<file path="config.mk">
export PLATFORM = sky130hd
export DESIGN_NAME = wtop_port
export DESIGN_NICKNAME = d
export VERILOG_FILES = /design/src/rtl/wtop_port.v /design/src/rtl/wtop_spec_track.v
export VERILOG_INCLUDE_DIRS = /design/src /design/src/common
export SDC_FILE = /design/constraint.sdc
export NUM_CORES = 1
export LEC_CHECK = 0
export ABC_AREA = 1
export BUFFER_PORTS_ARGS = -buffer_cell sky130_fd_sc_hd__clkbuf_2
export CORE_AREA = 3 3 217 219
export DETAILED_ROUTE_END_ITERATION = 12
export DIE_AREA = 0 0 220 222
export RECOVER_POWER = 100
export SYNTH_ARGS = -nofsm -noshare
export SYNTH_HDL_FRONTEND = slang
export SYNTH_HIERARCHICAL = 1
export SYNTH_SLANG_ARGS = --single-unit
</file>
<file path="constraint.sdc">
create_clock -name pclk -period 4.1 [get_ports pclk]
set_input_delay 0 -clock pclk [delete_from_list [all_inputs] [get_ports pclk]]
set_output_delay 0 -clock pclk [all_outputs]
set_load 0.01 [all_outputs]
</file>
<file path="src/common/wtop_map.vh">
// Constants for the waypoint trace output port
`ifndef WTOP_MAP_VH
`define WTOP_MAP_VH
// =========================================
// Register offsets and fields
`define WTOP_ADDR_W 12
`define WTOP_CTRL_OFS 12'h000
`define WTOP_STAT_OFS 12'h004
`define WTOP_STAT_EMPTY_POS 16
`define WTOP_CTRL_RESET 1'b1
// =========================================
// Waypoint kinds
`define WTOP_KIND_DIRECT 3'h0
`define WTOP_KIND_INDIRECT 3'h1
`define WTOP_KIND_EXC 3'h2
`define WTOP_KIND_BARRIER 3'h3
`define WTOP_KIND_ENTRY 3'h4
`define WTOP_KIND_EXIT 3'h5
`define WTOP_KIND_BAD_HI 2'h3
// =========================================
// Exception kinds
`define WTOP_EXC_HALT_DEBUG 4'h1
`define WTOP_EXC_MONITOR 4'h2
`define WTOP_EXC_IMPRECISE 4'h4
`define WTOP_EXC_ENV_TRAP 4'h5
`define WTOP_EXC_RESET 4'h8
`define WTOP_EXC_UNDEF 4'h9
`define WTOP_EXC_PREFETCH 4'hB
`define WTOP_EXC_PRECISE 4'hC
`define WTOP_EXC_IRQ 4'hE
`define WTOP_EXC_FIQ 4'hF
`endif

</file>
<file path="src/rtl/wtop_port.v">
// Waypoint trace output ports, one per core, with an APB control slave
`timescale 1ns/1ps
`include "wtop_map.vh"
module wtop_port #(
    parameter NC = 2,
    parameter CNT_W = 4
) (
    input wire pclk,
    input wire presetn,
    input wire psel,
    input wire penable,
    input wire pwrite,
    input wire [`WTOP_ADDR_W-1:0] paddr,
    input wire [31:0] pwdata,
    output reg [31:0] prdata,
    output reg pready,
    output reg pslverr,
    input wire [NC-1:0] ev_valid,
    input wire [3*NC-1:0] ev_kind,
    input wire [4*NC-1:0] ev_exc,
    input wire [32*NC-1:0] ev_pc,
    input wire [32*NC-1:0] ev_target,
    input wire [NC-1:0] ev_tbit,
    input wire [NC-1:0] ev_jbit,
    input wire [NC-1:0] ev_cur_compact,
    input wire [NC-1:0] ev_wide,
    input wire [NC-1:0] ev_link,
    input wire [NC-1:0] ev_passed,
    input wire [NC-1:0] ev_ns_bit,
    input wire [NC-1:0] ev_monitor,
    input wire [32*NC-1:0] ev_ctx,
    input wire [NC-1:0] ev_prohibit,
    input wire [NC-1:0] ev_serial,
    input wire [2*NC-1:0] ev_commit,
    input wire [NC-1:0] ev_flush,
    input wire [NC-1:0] noninvasive_debug_allow,
    input wire [NC-1:0] invasive_debug_allow,
    input wire [NC-1:0] wp_output_enable,
    output wire [NC-1:0] wp_confirmed,
    output wire [3*NC-1:0] wp_kind,
    output wire [4*NC-1:0] wp_exc_kind,
    output wire [32*NC-1:0] wp_last_exec_addr,
    output wire [32*NC-1:0] wp_dest_addr,
    output wire [NC-1:0] wp_dest_compact_state,
    output wire [NC-1:0] wp_dest_jazelle_state,
    output wire [NC-1:0] wp_wide_instr_size,
    output wire [NC-1:0] wp_link_update,
    output wire [NC-1:0] wp_cond_passed,
    output wire [NC-1:0] wp_nonsecure_state,
    output wire [32*NC-1:0] wp_context_ident,
    output wire [NC-1:0] wp_trace_blocked,
    output wire [2*NC-1:0] wp_commit_count,
    output wire [NC-1:0] wp_discard_pending,
    output wire [NC-1:0] wp_queue_empty_n
);

    // =========================================
    // Helpers
    function is_branch;
        input [2:0] k;
        begin
            is_branch = (k == `WTOP_KIND_DIRECT) ||
                        (k == `WTOP_KIND_INDIRECT);
        end
    endfunction

    function is_entry;
        input [2:0] k;
        begin
            is_entry = (k == `WTOP_KIND_ENTRY);
        end
    endfunction

    function is_exit;
        input [2:0] k;
        begin
            is_exit = (k == `WTOP_KIND_EXIT);
        end
    endfunction

    // =========================================
    // Debug allow synchronisers
    reg [NC-1:0] nid_meta_ff;
    reg [NC-1:0] nid_sync_ff;
    reg [NC-1:0] dbg_meta_ff;
    reg [NC-1:0] dbg_sync_ff;

    always @(posedge pclk or negedge presetn) begin
        if (!presetn) begin
            nid_meta_ff <= {NC{1'b0}};
            nid_sync_ff <= {NC{1'b0}};
            dbg_meta_ff <= {NC{1'b0}};
            dbg_sync_ff <= {NC{1'b0}};
        end else begin
            nid_meta_ff <= noninvasive_debug_allow;
            nid_sync_ff <= nid_meta_ff;
            dbg_meta_ff <= invasive_debug_allow;
            dbg_sync_ff <= dbg_meta_ff;
        end
    end

    // =========================================
    // APB slave
    reg [NC-1:0] lane_en_ff;
    wire [NC-1:0] blk_vec;
    wire [NC-1:0] empty_vec;
    wire apb_setup;
    wire apb_write;
    wire map_ctrl;
    wire map_stat;

    assign apb_setup = psel & ~penable;
    assign apb_write = psel & penable & pready & pwrite;
    assign map_ctrl = (paddr == `WTOP_CTRL_OFS);
    assign map_stat = (paddr == `WTOP_STAT_OFS);

    // No wait state; pready rises in the first access cycle, and every bus output still comes from a flip-flop
    always @(posedge pclk or negedge presetn) begin
        if (!presetn) begin
            pready <= 1'b0;
            pslverr <= 1'b0;
            prdata <= 32'h00000000;
            lane_en_ff <= {NC{`WTOP_CTRL_RESET}};
        end else begin
            pready <= apb_setup;
            pslverr <= apb_setup & ~(map_ctrl | (map_stat & ~pwrite));
            prdata <= 32'h00000000;
            if (apb_setup & ~pwrite & map_ctrl) begin
                prdata[NC-1:0] <= lane_en_ff;
            end
            if (apb_setup & ~pwrite & map_stat) begin
                prdata[NC-1:0] <= blk_vec;
                prdata[`WTOP_STAT_EMPTY_POS+NC-1:`WTOP_STAT_EMPTY_POS]
                    <= empty_vec;
            end
            if (apb_write & map_ctrl & ~pslverr) begin
                lane_en_ff <= pwdata[NC-1:0];
            end
        end
    end

    // =========================================
    // Per-core waypoint lanes
    genvar c;
    generate
        for (c = 0; c < NC; c = c + 1) begin : g_lane
            wire e_v;
            wire [2:0] kind;
            wire [3:0] exc;
            wire k_exc;
            wire k_bad;
            wire is_rst;
            wire seq_ok;
            wire gate;
            wire go_block;
            wire resume;
            reg emit;
            wire plain_entry;
            reg allow_ff;
            reg nxt_allow;
            reg blk_ff;
            reg open_ff;
            reg val_ff;
            reg [2:0] kind_ff;
            reg [3:0] exc_ff;
            reg [31:0] pc_ff;
            reg [31:0] dest_ff;
            reg tbit_ff;
            reg jbit_ff;
            reg wide_ff;
            reg link_ff;
            reg pass_ff;
            reg ns_ff;
            reg [31:0] ctx_ff;
            reg [31:0] nxt_dest;

            // =========================================
            // Waypoint decode
            assign e_v = ev_valid[c];
            assign kind = ev_kind[3*c+:3];
            assign exc = ev_exc[4*c+:4];
            assign k_exc = (kind == `WTOP_KIND_EXC);
            assign k_bad = (kind[2:1] == `WTOP_KIND_BAD_HI);
            assign is_rst = k_exc & (exc == `WTOP_EXC_RESET);
            assign plain_entry = is_entry(kind) & ~ev_prohibit[c];
            // Stray entry or exit would break the pairing
            assign seq_ok = plain_entry ? ~open_ff :
                            is_exit(kind) ? open_ff :
                            1'b1;
            assign gate = wp_output_enable[c] & lane_en_ff[c];

            // =========================================
            // Allow latch
            // Allow inputs take effect only at an exception or a serialising point
            always @* begin
                nxt_allow = allow_ff;
                if (e_v & (k_exc | ev_serial[c])) begin
                    nxt_allow = nid_sync_ff[c] | dbg_sync_ff[c];
                end
            end

            assign go_block = e_v & ~blk_ff & ~k_bad &
                              (ev_prohibit[c] | ~nxt_allow);
            assign resume = e_v & blk_ff & ~k_bad & ~is_rst &
                            ~ev_prohibit[c] & nxt_allow;
            // Blocked waypoint goes out once even mid session; any
            // other needs a clear lane and a legal entry/exit order
            always @* begin
                emit = 1'b0;
                if (gate & e_v & ~k_bad & ~is_rst) begin
                    if (go_block) begin
                        emit = 1'b1;
                    end else if (seq_ok & (~blk_ff | resume)) begin
                        emit = 1'b1;
                    end
                end
            end

            // =========================================
            // Destination masking
            always @* begin
                nxt_dest = ev_target[32*c+:32];
                if (!ev_tbit[c]) begin
                    nxt_dest[1] = 1'b0;
                end
                if (!ev_jbit[c]) begin
                    nxt_dest[0] = 1'b0;
                end
                if (go_block | is_entry(kind)) begin
                    nxt_dest = 32'h00000000;
                end
            end

            // =========================================
            // Lane registers
            always @(posedge pclk or negedge presetn) begin
                if (!presetn) begin
                    allow_ff <= 1'b1;
                    blk_ff <= 1'b0;
                    open_ff <= 1'b0;
                    val_ff <= 1'b0;
                    kind_ff <= `WTOP_KIND_DIRECT;
                    exc_ff <= 4'h0;
                    pc_ff <= 32'h00000000;
                    dest_ff <= 32'h00000000;
                    tbit_ff <= 1'b0;
                    jbit_ff <= 1'b0;
                    wide_ff <= 1'b0;
                    link_ff <= 1'b0;
                    pass_ff <= 1'b0;
                    ns_ff <= 1'b0;
                    ctx_ff <= 32'h00000000;
                end else begin
                    allow_ff <= nxt_allow;
                    // Level stays up while blocked, strobe shows it once
                    if (go_block) begin
                        blk_ff <= 1'b1;
                    end else if (resume) begin
                        blk_ff <= 1'b0;
                    end
                    val_ff <= emit;
                    if (emit & ~go_block & plain_entry) begin
                        open_ff <= 1'b1;
                    end else if (emit & ~go_block & is_exit(kind)) begin
                        open_ff <= 1'b0;
                    end
                    if (emit) begin
                        kind_ff <= go_block ? `WTOP_KIND_ENTRY :
                                   kind;
                        exc_ff <= exc;
                        pc_ff <= ev_pc[32*c+:32];
                        dest_ff <= nxt_dest;
                        tbit_ff <= ev_tbit[c] & ~go_block;
                        jbit_ff <= ev_jbit[c] & ~go_block;
                        wide_ff <= ev_wide[c] & ev_cur_compact[c];
                        link_ff <= ev_link[c] & is_branch(kind) &
                                   ~go_block;
                        pass_ff <= is_branch(kind) & ~go_block ?
                                   ev_passed[c] : 1'b1;
                        ns_ff <= ev_ns_bit[c] & ~ev_monitor[c];
                        ctx_ff <= ev_ctx[32*c+:32];
                    end
                end
            end

            // =========================================
            // Commit tracking
            wtop_spec_track #(
                .CNT_W(CNT_W)
            ) u_track (
                .pclk(pclk),
                .presetn(presetn),
                .push(emit),
                .commit_req(ev_commit[2*c+:2]),
                .flush(ev_flush[c]),
                .commit_ff(wp_commit_count[2*c+:2]),
                .flush_ff(wp_discard_pending[c]),
                .empty_n_ff(wp_queue_empty_n[c])
            );

            // =========================================
            // Outputs come straight from the lane flip-flops
            assign wp_confirmed[c] = val_ff;
            assign wp_kind[3*c+:3] = kind_ff;
            assign wp_exc_kind[4*c+:4] = exc_ff;
            assign wp_last_exec_addr[32*c+:32] = pc_ff;
            assign wp_dest_addr[32*c+:32] = dest_ff;
            assign wp_dest_compact_state[c] = tbit_ff;
            assign wp_dest_jazelle_state[c] = jbit_ff;
            assign wp_wide_instr_size[c] = wide_ff;
            assign wp_link_update[c] = link_ff;
            assign wp_cond_passed[c] = pass_ff;
            assign wp_nonsecure_state[c] = ns_ff;
            assign wp_context_ident[32*c+:32] = ctx_ff;
            assign wp_trace_blocked[c] = blk_ff;
            assign blk_vec[c] = blk_ff;
            assign empty_vec[c] = ~wp_queue_empty_n[c];
        end
    endgenerate
endmodule // wtop_port

</file>
<file path="src/rtl/wtop_spec_track.v">
// Speculative waypoint count, commit and discard tracking for one core
`timescale 1ns/1ps
module wtop_spec_track #(
    parameter CNT_W = 4
) (
    input wire pclk,
    input wire presetn,
    input wire push,
    input wire [1:0] commit_req,
    input wire flush,
    output reg [1:0] commit_ff,
    output reg flush_ff,
    output reg empty_n_ff
);
    reg [CNT_W-1:0] cnt_ff;
    reg [CNT_W-1:0] avail;
    reg [CNT_W-1:0] nxt_cnt;
    reg [1:0] nxt_commit;

    // =========================================
    // Count update
    always @* begin
        avail = cnt_ff + {{(CNT_W-1){1'b0}}, push};
        // Never commit more than is queued, so the count cannot wrap below zero
        if ({{(CNT_W-2){1'b0}}, commit_req} > avail) begin
            nxt_commit = avail[1:0];
        end else begin
            nxt_commit = commit_req;
        end
        nxt_cnt = avail - {{(CNT_W-2){1'b0}}, nxt_commit};
        if (flush) begin
            nxt_cnt = {CNT_W{1'b0}};
        end
    end

    always @(posedge pclk or negedge presetn) begin
        if (!presetn) begin
            cnt_ff <= {CNT_W{1'b0}};
            commit_ff <= 2'h0;
            flush_ff <= 1'b0;
            empty_n_ff <= 1'b0;
        end else begin
            cnt_ff <= nxt_cnt;
            commit_ff <= nxt_commit;
            flush_ff <= flush;
            empty_n_ff <= (nxt_cnt != {CNT_W{1'b0}});
        end
    end
endmodule // wtop_spec_track

</file>
* After elaboration in Yosys (flattened, before gate mapping)
Index checks and enable logic that the tools add are counted.
** Storage, ports and cells
- Bits in registers :: 258
- Bits of input ports :: 289
- Word-level logic and storage cells :: 209
** Operators by class
- Add/subtract/negate cells :: 4
- Bitwise gates (word level) :: 96
- Reductions and logical operators :: 11
- Eq/ne operators :: 13
- Muxes and demuxes :: 37
- $lt $le $gt $ge :: 2
** Operators with widths (number)
- $mux W32 :: 2
- $and A1 B1 Y1 :: 63
- $mux W1 :: 26
- $not A1 Y1 :: 22
- $eq A12 B3 Y1 const B :: 1
- $eq A3 B3 Y1 const B :: 4
- $logic_not A12 Y1 :: 1
- $or A1 B1 Y1 :: 11
- $mux W2 :: 5
- $add A4 B1 Y4 :: 2
- $eq A4 B4 Y1 const B :: 2
- $gt A2 B4 Y1 :: 2
- $mux W4 :: 2
- $reduce_bool A2 Y1 :: 4
- $reduce_bool A4 Y1 :: 2
- $sub A4 B2 Y4 :: 2
- $eq A3 B1 Y1 const B :: 2
- $eq A3 B2 Y1 const B :: 2
- $logic_not A3 Y1 :: 2
- $mux W3 :: 2
- $eq A2 B2 Y1 const B :: 2
- $logic_or A1 B1 Y1 :: 2

* Longest topological paths before layout
Gate-level depths: netlist of the first run.
- Depth in word-level cells :: 17
- Mapped depth :: 31
- Gate-level depth less buffers :: 29

* By module
The synthesis of the first run kept the hierarchy.
** By module, submodules not included
- wtop_port :: area each 10804.1 sq um, instances 1, seq. area each 6060.8 sq um, cells each 1296
- wtop_spec_track :: area each 555.5 sq um, instances 2, seq. area each 200.2 sq um, cells each 72

* Worst setup path after synthesis of the first run
OpenSTA, ideal clock, no wires.
- Path kind :: reg2reg
- From :: reg dbg_sync_ff[0]
- To :: reg g_lane[0].u_track.empty_n_ff
- Data required time :: 3.983 ns
- Period minus slack after synthesis :: 3.411 ns
- Arrival :: 3.294 ns
- Stages on the path, launching flop included :: 28
- Buffers on the path :: 2
- Setup slack :: 0.689 ns
- Setup time :: 0.117 ns
- Cells stage by stage :: dfrtp_1 -> nor2_1 -> nand3_1 -> nand3_2 -> nand2_1 -> nand3_1 -> nand2_2 -> nand2_2 -> buf_6 -> buf_6 -> inv_1 -> ha_1 -> ha_1 -> inv_2 -> nand2_1 -> nand2_1 -> nand2_2 -> nor2_4 -> nand2_2 -> nand2_1 -> nand2_1 -> ha_1 -> fa_1 -> nand3b_1 -> nand3_1 -> nand2_1 -> inv_2 -> nand2_1
** On the way
- Cells in the longest elaborated chain, start to end :: 14
** Ends and longest elaborated chain
- from (decl) :: line wtop_port.v:86 : reg [NC-1:0] dbg_sync_ff;
- from (signal assigned) :: line wtop_port.v:93 : dbg_sync_ff <= {NC{1'b0}};
- from (signal assigned) :: line wtop_port.v:98 : dbg_sync_ff <= dbg_meta_ff;
- $or A1 B1 Y1 (*) :: line wtop_port.v:198 : nxt_allow = nid_sync_ff[c] | dbg_sync_ff[c];
- $mux W1 (*) :: line wtop_port.v:197 : if (e_v & (k_exc | ev_serial[c])) begin
- $and A1 B1 Y1 :: line wtop_port.v:205 : ~ev_prohibit[c] & nxt_allow;
- $or A1 B1 Y1 :: line wtop_port.v:213 : end else if (seq_ok & (~blk_ff | resume)) begin
- $and A1 B1 Y1 :: line wtop_port.v:213
- $mux W1 :: line wtop_port.v:213
- $mux W1 (*) :: line wtop_port.v:211 : if (go_block) begin
- $mux W1 (*) :: line wtop_port.v:210 : if (gate & e_v & ~k_bad & ~is_rst) begin
- named net g_lane[0].emit :: line wtop_port.v:157 : reg emit;
- $add A4 B1 Y4 (*) :: line wtop_spec_track.v:23 : avail = cnt_ff + {{(CNT_W-1){1'b0}}, push};
- $gt A2 B4 Y1 :: line wtop_spec_track.v:25 : if ({{(CNT_W-2){1'b0}}, commit_req} > avail) begin
- $mux W2 (*) :: line wtop_spec_track.v:25
- named net g_lane[0].u_track.nxt_commit[0] :: line wtop_spec_track.v:18 : reg [1:0] nxt_commit;
- $sub A4 B2 Y4 (*) :: line wtop_spec_track.v:30 : nxt_cnt = avail - {{(CNT_W-2){1'b0}}, nxt_commit};
- $mux W4 (*) :: line wtop_spec_track.v:31 : if (flush) begin
- $reduce_bool A4 Y1 (*) :: line wtop_spec_track.v:46 : empty_n_ff <= (nxt_cnt != {CNT_W{1'b0}});
- to (signal assigned) :: line wtop_spec_track.v:46
- to (decl) :: line wtop_spec_track.v:13 : output reg empty_n_ff
Mark *: on every way through the listed nets, which the timed path passes. The rest lies on a longest branch.
A chain may end at the register's enable or synchronous reset.

* Final worst setup path of the first run
- From :: reg g_lane[0].allow_ff
- To :: reg g_lane[0].u_track.empty_n_ff
** On the way
- Cells in the longest elaborated chain, start to end :: 13
** Ends and longest elaborated chain
- from (decl) :: line wtop_port.v:159 : reg allow_ff;
- from (signal assigned) :: line wtop_port.v:254 : allow_ff <= nxt_allow;
- $mux W1 (*) :: line wtop_port.v:197
- $and A1 B1 Y1 :: line wtop_port.v:205
- $or A1 B1 Y1 :: line wtop_port.v:213
- $and A1 B1 Y1 :: line wtop_port.v:213
- $mux W1 :: line wtop_port.v:213
- $mux W1 (*) :: line wtop_port.v:211
- $mux W1 (*) :: line wtop_port.v:210
- named net g_lane[0].emit :: line wtop_port.v:157
- $add A4 B1 Y4 (*) :: line wtop_spec_track.v:23
- $gt A2 B4 Y1 :: line wtop_spec_track.v:25
- $mux W2 (*) :: line wtop_spec_track.v:25
- named net g_lane[0].u_track.nxt_commit[0] :: line wtop_spec_track.v:18
- $sub A4 B2 Y4 (*) :: line wtop_spec_track.v:30
- $mux W4 (*) :: line wtop_spec_track.v:31
- $reduce_bool A4 Y1 (*) :: line wtop_spec_track.v:46
Marked as above.

==> impl_metrics.ini, run 1 <==
[setup_path]
path_buf_inv = 5
cp-end-kind = flip-flop
crit_top_cell = nand2_1
worstSetupPathType = reg2reg
crit_path_max_fanout = 3
cp_slowest_stage_delay_ps = 540
crit_family = simple AND/OR/NAND/NOR gates
slowest_stage = dlygate4sd3_1
arrival_ps = 4270
rrSetupSlack_ps = 270
start_kind = flip-flop
cp.required_ps = 4540

[die]
start_util = 0.263
die_h_um = 222
boundaryPins = 553
dieArea_sq_um = 48800
core-area_sq_um = 45300
rows = 78
die_w_um = 220

[routing]
wl_per_cell_um = 14.7
via_count = 12100
remaining_drc_errors = 0
wl_mm = 40.7
postRouteAntennaNets = 0
avgViaCountPerCell = 4.37
firstDrtPassIters = 5
drtIter0Drc = 674

[clock_tree]
clk_pin_slew_ps = 60
htreeDepth = 1
clkLatencyLatePin_ps = 560
clockRootBuffer = clkbuf_16
cts_tree = done
clockBufferDepth = 3
clock_sinks = 258
cts_made_buffers = 30

[power_and_ir_drop]
peakVddDrop_v = 0.000274
p_leak_nw = 9.81
powerDensity_nw_per_um2 = 375
total_power_mw = 6.74

[layout]
fin_util = 0.396
layout-drive-gt1-share = 0.176
final_cell_mix = 516 x nand2_1, 261 x dlygate4sd3_1, 256 x clkbuf_2
stdcell_area_sq_um = 17900
syn2layout_area_growth_pct = 50.6
final_cells = 2774
nets = 2451
final_common_cell = nand2_1

[yosys]
synth_top_area_frac = 0.533
yosys.area.top_type = dfrtp_1
synth_edf_count = 0
yosysWarnings = 6
synth_cell_types = 27
synth_flop_cell = dfrtp_1
syn-cell-area_sq_um = 11900
async_flop_share = 1.00
ys_ff_latch = 258
synth.area.top_cells = dfrtp_1 53%, nand2_1 16%, nand3_1 9.7%, inv_1 3.7%, nor2_1 2.9%
seq_area_frac_synth = 0.542
syn_avg_cell_area_sq_um = 8.27
syn_inst = 1440

[grt]
grt_max_degree = 110
track_usage = 0.159
antenna_found_initial = 1
grt_pass1_wl_mm = 64.0
grt_pass1_vias = 12500
grt-ovfl-total = 0

[placement]
gp_congestion = 0.821
port_buffers = 494
placed_cells = 2452
dpl.hpwl_mm = 26.4
place_ws_ps = 640
place_area_sq_um = 14600

[outcome]
failed_checks = capacitance limit, slew limit
outcome = complete, but fails checks

[min_path]
hp-class = in2reg

[timing]
worstMarginPinSlew_ps = 2820
setup_viol = 0
finalWorstSetupSlack_ps = 274
max_freq_ghz = 0.261
max_slew_margin = -0.883
holdWs_ps = 14.6
rsz0062_at_grt = yes
fin_worst_skew_ps = 8.69
fin_crit_sh = 0.933
period_needed_ps = 3830
drv_slew = 110
tns_ps = 0
hold_viol_final = 0

[flow_run]
maxCapViolCount = 1
## repair_timing
action / in CTS / in global routing
endpoints found under the hold margin: 361 / 0
setup buffers: 0 / 5
hold buffers: 261 / 0
gates resized for setup: 0 / 19
setup endpoints to repair: 0 / 4
## tightest hold or removal path, stage by stage
cell      delay [ps]
clkbuf_2          80
nand3_1           70
nand3b_1         150
clkinv_4          90
nand2_4           80
inv_1             60
## cells in the mapped netlist (all sizes together) (4+ instances only)
library cell  count
a21oi             4
buf              98
clkbuf           24
dfrtp           254
dfstp             4
ha               10
inv             127
nand2           538
nand3           238
nand3b            6
nand4            23
nor2             94
nor3              4
o21ai             4
## worst paths after layout
path                                startpoint  cells after the start                           end
setup / recovery            g_lane[0].allow_ff                     26  g_lane[0].u_track/empty_n_ff
hold / removal             wp_output_enable[0]                      6              g_lane[0].val_ff
setup reg to reg            g_lane[0].allow_ff                     26  g_lane[0].u_track/empty_n_ff
hold reg to reg                 dbg_meta_ff[1]                      0                dbg_sync_ff[1]
max in group asynchronous              presetn                      3              g_lane[0].blk_ff
min in group asynchronous              presetn                      2           g_lane[0].pc_ff[27]
## state kept, by name, summed over array words and instances (netlist names), 4 cells and up
register,count
g_lane.pc_ff,64
g_lane.kind_ff,6
g_lane.exc_ff,8
g_lane.u_track/commit_ff,4
prdata,4
g_lane.u_track/cnt_ff,8
g_lane.ctx_ff,64
g_lane.dest_ff,64
## routing by layer
metal	up-vias	global-route usage	part of all wire
li1	5845	-	-
met1	5682	0.187	0.40
met2	482	0.276	0.49
met3	114	0.0362	0.072
met4	0	0.0671	0.039
met5	-	0	0
## final cells by class
cell class / instances / area (sq um)
Antenna cell: 1 / 2.50
Clock buffer: 44 / 905
Clock inverter: 11 / 92.6
Fill cell: 4601 / 27300
Inverter: 127 / 487
Multi-Input combinational cell: 960 / 4320
Sequential cell: 258 / 6460
Tap cell: 600 / 751
Timing Repair Buffer: 773 / 4920
## logic make-up (layout without fill, tap and decap cells)
kind of cell	after synthesis	count (layout)	synth area share
DFF	258	258	0.542
other	1	29	0.000315
adders and majority gates	12	12	0.0139
AOI/OAI and AO/OA	11	11	0.00504
and+or+nand+nor	909	909	0.328
buffers and inverters	249	955	0.111
## power breakdown
part	leakage (nW)	total (mW)	internal (mW)	switching [mW]
Clock	0.497	2.65	1.59	1.07
Sequential	3.54	2.69	2.62	0.0633
Combinational	5.77	1.39	0.559	0.836
Total	9.81	6.74	4.77	1.97
Power figures use the tool's default switching activity.
==> inputs of run 2 (changes only) <==
PLACE_DENSITY = 0.58   (was default)
==> run 2 against run 1 <==
Compared with the run above:
- the flow still finishes with violations (capacitance limit, slew limit)
- wire length grew 0.26%
- via count is essentially flat
- cell area shrank 1.0%
- sequential power is essentially flat
- non-clock buffer count shrank 5
- register-to-register slack gained 170 ps
- clock skew grew 7.9 ps
- largest power group unchanged
==> impl_metrics.ini, run 2 (same netlist as run 1, synthesis figures left out) <==
[routing]
wl_mm = 40.8
avgViaCountPerCell = 4.38
wl_per_cell_um = 14.7
postRouteAntennaNets = 0
via_count = 12100
remaining_drc_errors = 0
drtIter0Drc = 614
firstDrtPassIters = 5

[die]
die_h_um = 222
die_w_um = 220
dieArea_sq_um = 48800
boundaryPins = 553
core-area_sq_um = 45300
start_util = 0.263
rows = 78

[clock_tree]
clk_pin_slew_ps = 60
clockBufferDepth = 3
cts_tree = done
clockRootBuffer = clkbuf_16
clkLatencyLatePin_ps = 550
cts_made_buffers = 29
htreeDepth = 1
clock_sinks = 258

[setup_path]
cp-end-kind = flip-flop
cp.required_ps = 4570
arrival_ps = 4290
slowest_stage = buf_2
cp_slowest_stage_delay_ps = 1360
worstSetupPathType = in2reg
reg2reg_from = g_lane[1].allow_ff
path_buf_inv = 6
cp_cell_sequence = dlygate4sd3_1 -> clkbuf_2 -> inv_1 -> nand3_1 -> nand2_1 -> nand2_1 -> dlygate4sd3_1 -> nand2_2 -> nand3_2 -> nand2_1 -> nand3_1 -> nand2_4 -> clkbuf_1 -> buf_2 -> nand3_1 -> nand2_1
rr_endpoint = g_lane[1].u_track/empty_n_ff
reg2reg_depth = 26
crit_top_cell = nand2_1
crit_family = buffers and inverters
start_kind = primary input
rrSetupSlack_ps = 440
crit_path_max_fanout = 96

[min_path]
hp-class = in2reg
holdCritStartpoint = wp_output_enable[0]
holdPathStages = 6
hold_path_end = g_lane[0].val_ff

[power_and_ir_drop]
peakVddDrop_v = 0.000259
powerDensity_nw_per_um2 = 373
total_power_mw = 6.63
p_leak_nw = 9.71

[outcome]
failed_checks = capacitance limit, slew limit
outcome = complete, but fails checks

[placement]
gp_congestion = 0.832
placed_cells = 2452
dpl.hpwl_mm = 26.8
port_buffers = 494

[layout]
nets = 2445
final_common_cell = nand2_1
syn2layout_area_growth_pct = 49.0
largest_registers = g_lane.ctx_ff x64, g_lane.dest_ff x64, g_lane.pc_ff x64
final_cell_mix = 519 x nand2_1, 260 x clkbuf_2, 257 x dlygate4sd3_1
layout-drive-gt1-share = 0.166
final_cells = 2768

[timing]
max_slew_margin = -0.783
worstMarginPinSlew_ps = 2670
tns_ps = 0
max_freq_ghz = 0.262
hold_viol_final = 0
setup_viol = 0
fin_worst_skew_ps = 16.6
drv_slew = 510
rsz0062_at_grt = no
period_needed_ps = 3820
fin_crit_sh = 0.933

[grt]
track_usage = 0.158
grt-ovfl-total = 0
antenna_found_initial = 1
grt_max_degree = 110
grt_pass1_vias = 12100
grt_pass1_wl_mm = 63.7

[flow_run]
maxCapViolCount = 5
[run 2: layout make-up]
type                            count  area [sq um]
Antenna cell                        2          5.00
Clock buffer                       41           811
Clock inverter                     12           113
Fill cell                        4652         27500
Inverter                          127           483
Multi-Input combinational cell    960          4290
Sequential cell                   258          6460
Tap cell                          600           751
Timing Repair Buffer              768          4850
[run 2: through the flow]
step	hold slack [ps]	setup WS, ps	util	cell area (sq um)
finish	23.0	277	0.392	17800
global route	47.3	6.70	0.392	17800
CTS	56.8	110	0.399	18000
detailed placement	110	480	0.321	14500
global placement	111	491	0.321	14500
floorplan	-296	689	-	12000
[run 2: routing by layer]
| metal | up-vias | routed length [um] | GRT usage |
|---|---|---|---|
| met4 | 0 | 1430 | 0.0565 |
| met3 | 87 | 2720 | 0.0352 |
| met1 | 5760 | 16200 | 0.184 |
| li1 | 5829 | - | - |
| met5 | - | 0 | 0 |
| met2 | 435 | 20400 | 0.283 |
[run 2: power breakdown]
group	leakage [nW]	switching [mW]	internal (mW)	total (mW)
clock	0.459	1.06	1.50	2.55
combinational	5.71	0.843	0.549	1.39
sequential	3.54	0.0617	2.62	2.68
[run 2: tightest hold or removal path, cell delays in order]
cell and delay, ps:
clkbuf_2 80, nand3_1 70, nand3b_1 120, clkinv_2 100
nand2_8 90, inv_1 50
[run 2: worst max-delay path by stage]
stage / startpoint / end / slack, ps / cells past startpoint
after CTS: ev_kind[0] / g_lane[0].u_track/empty_n_ff / 110 / 31
after global routing: ev_kind[0] / g_lane[0].u_track/empty_n_ff / 7 / 31
after detailed placement: dbg_sync_ff[0] / g_lane[0].u_track/empty_n_ff / 480 / 25
after floorplan: dbg_sync_ff[0] / g_lane[0].u_track/empty_n_ff / 690 / 27
after global placement: dbg_sync_ff[0] / g_lane[0].u_track/empty_n_ff / 490 / 25
final: ev_kind[0] / g_lane[0].ctx_ff[28] / 280 / 16
[run 2: repair_timing]
item,4_1_cts,5_1_grt
hold buffers,258,0
hold endpoints to repair,356,0
gates resized for setup,0,14
setup buffers,0,3
endpoints found under the setup margin,0,4
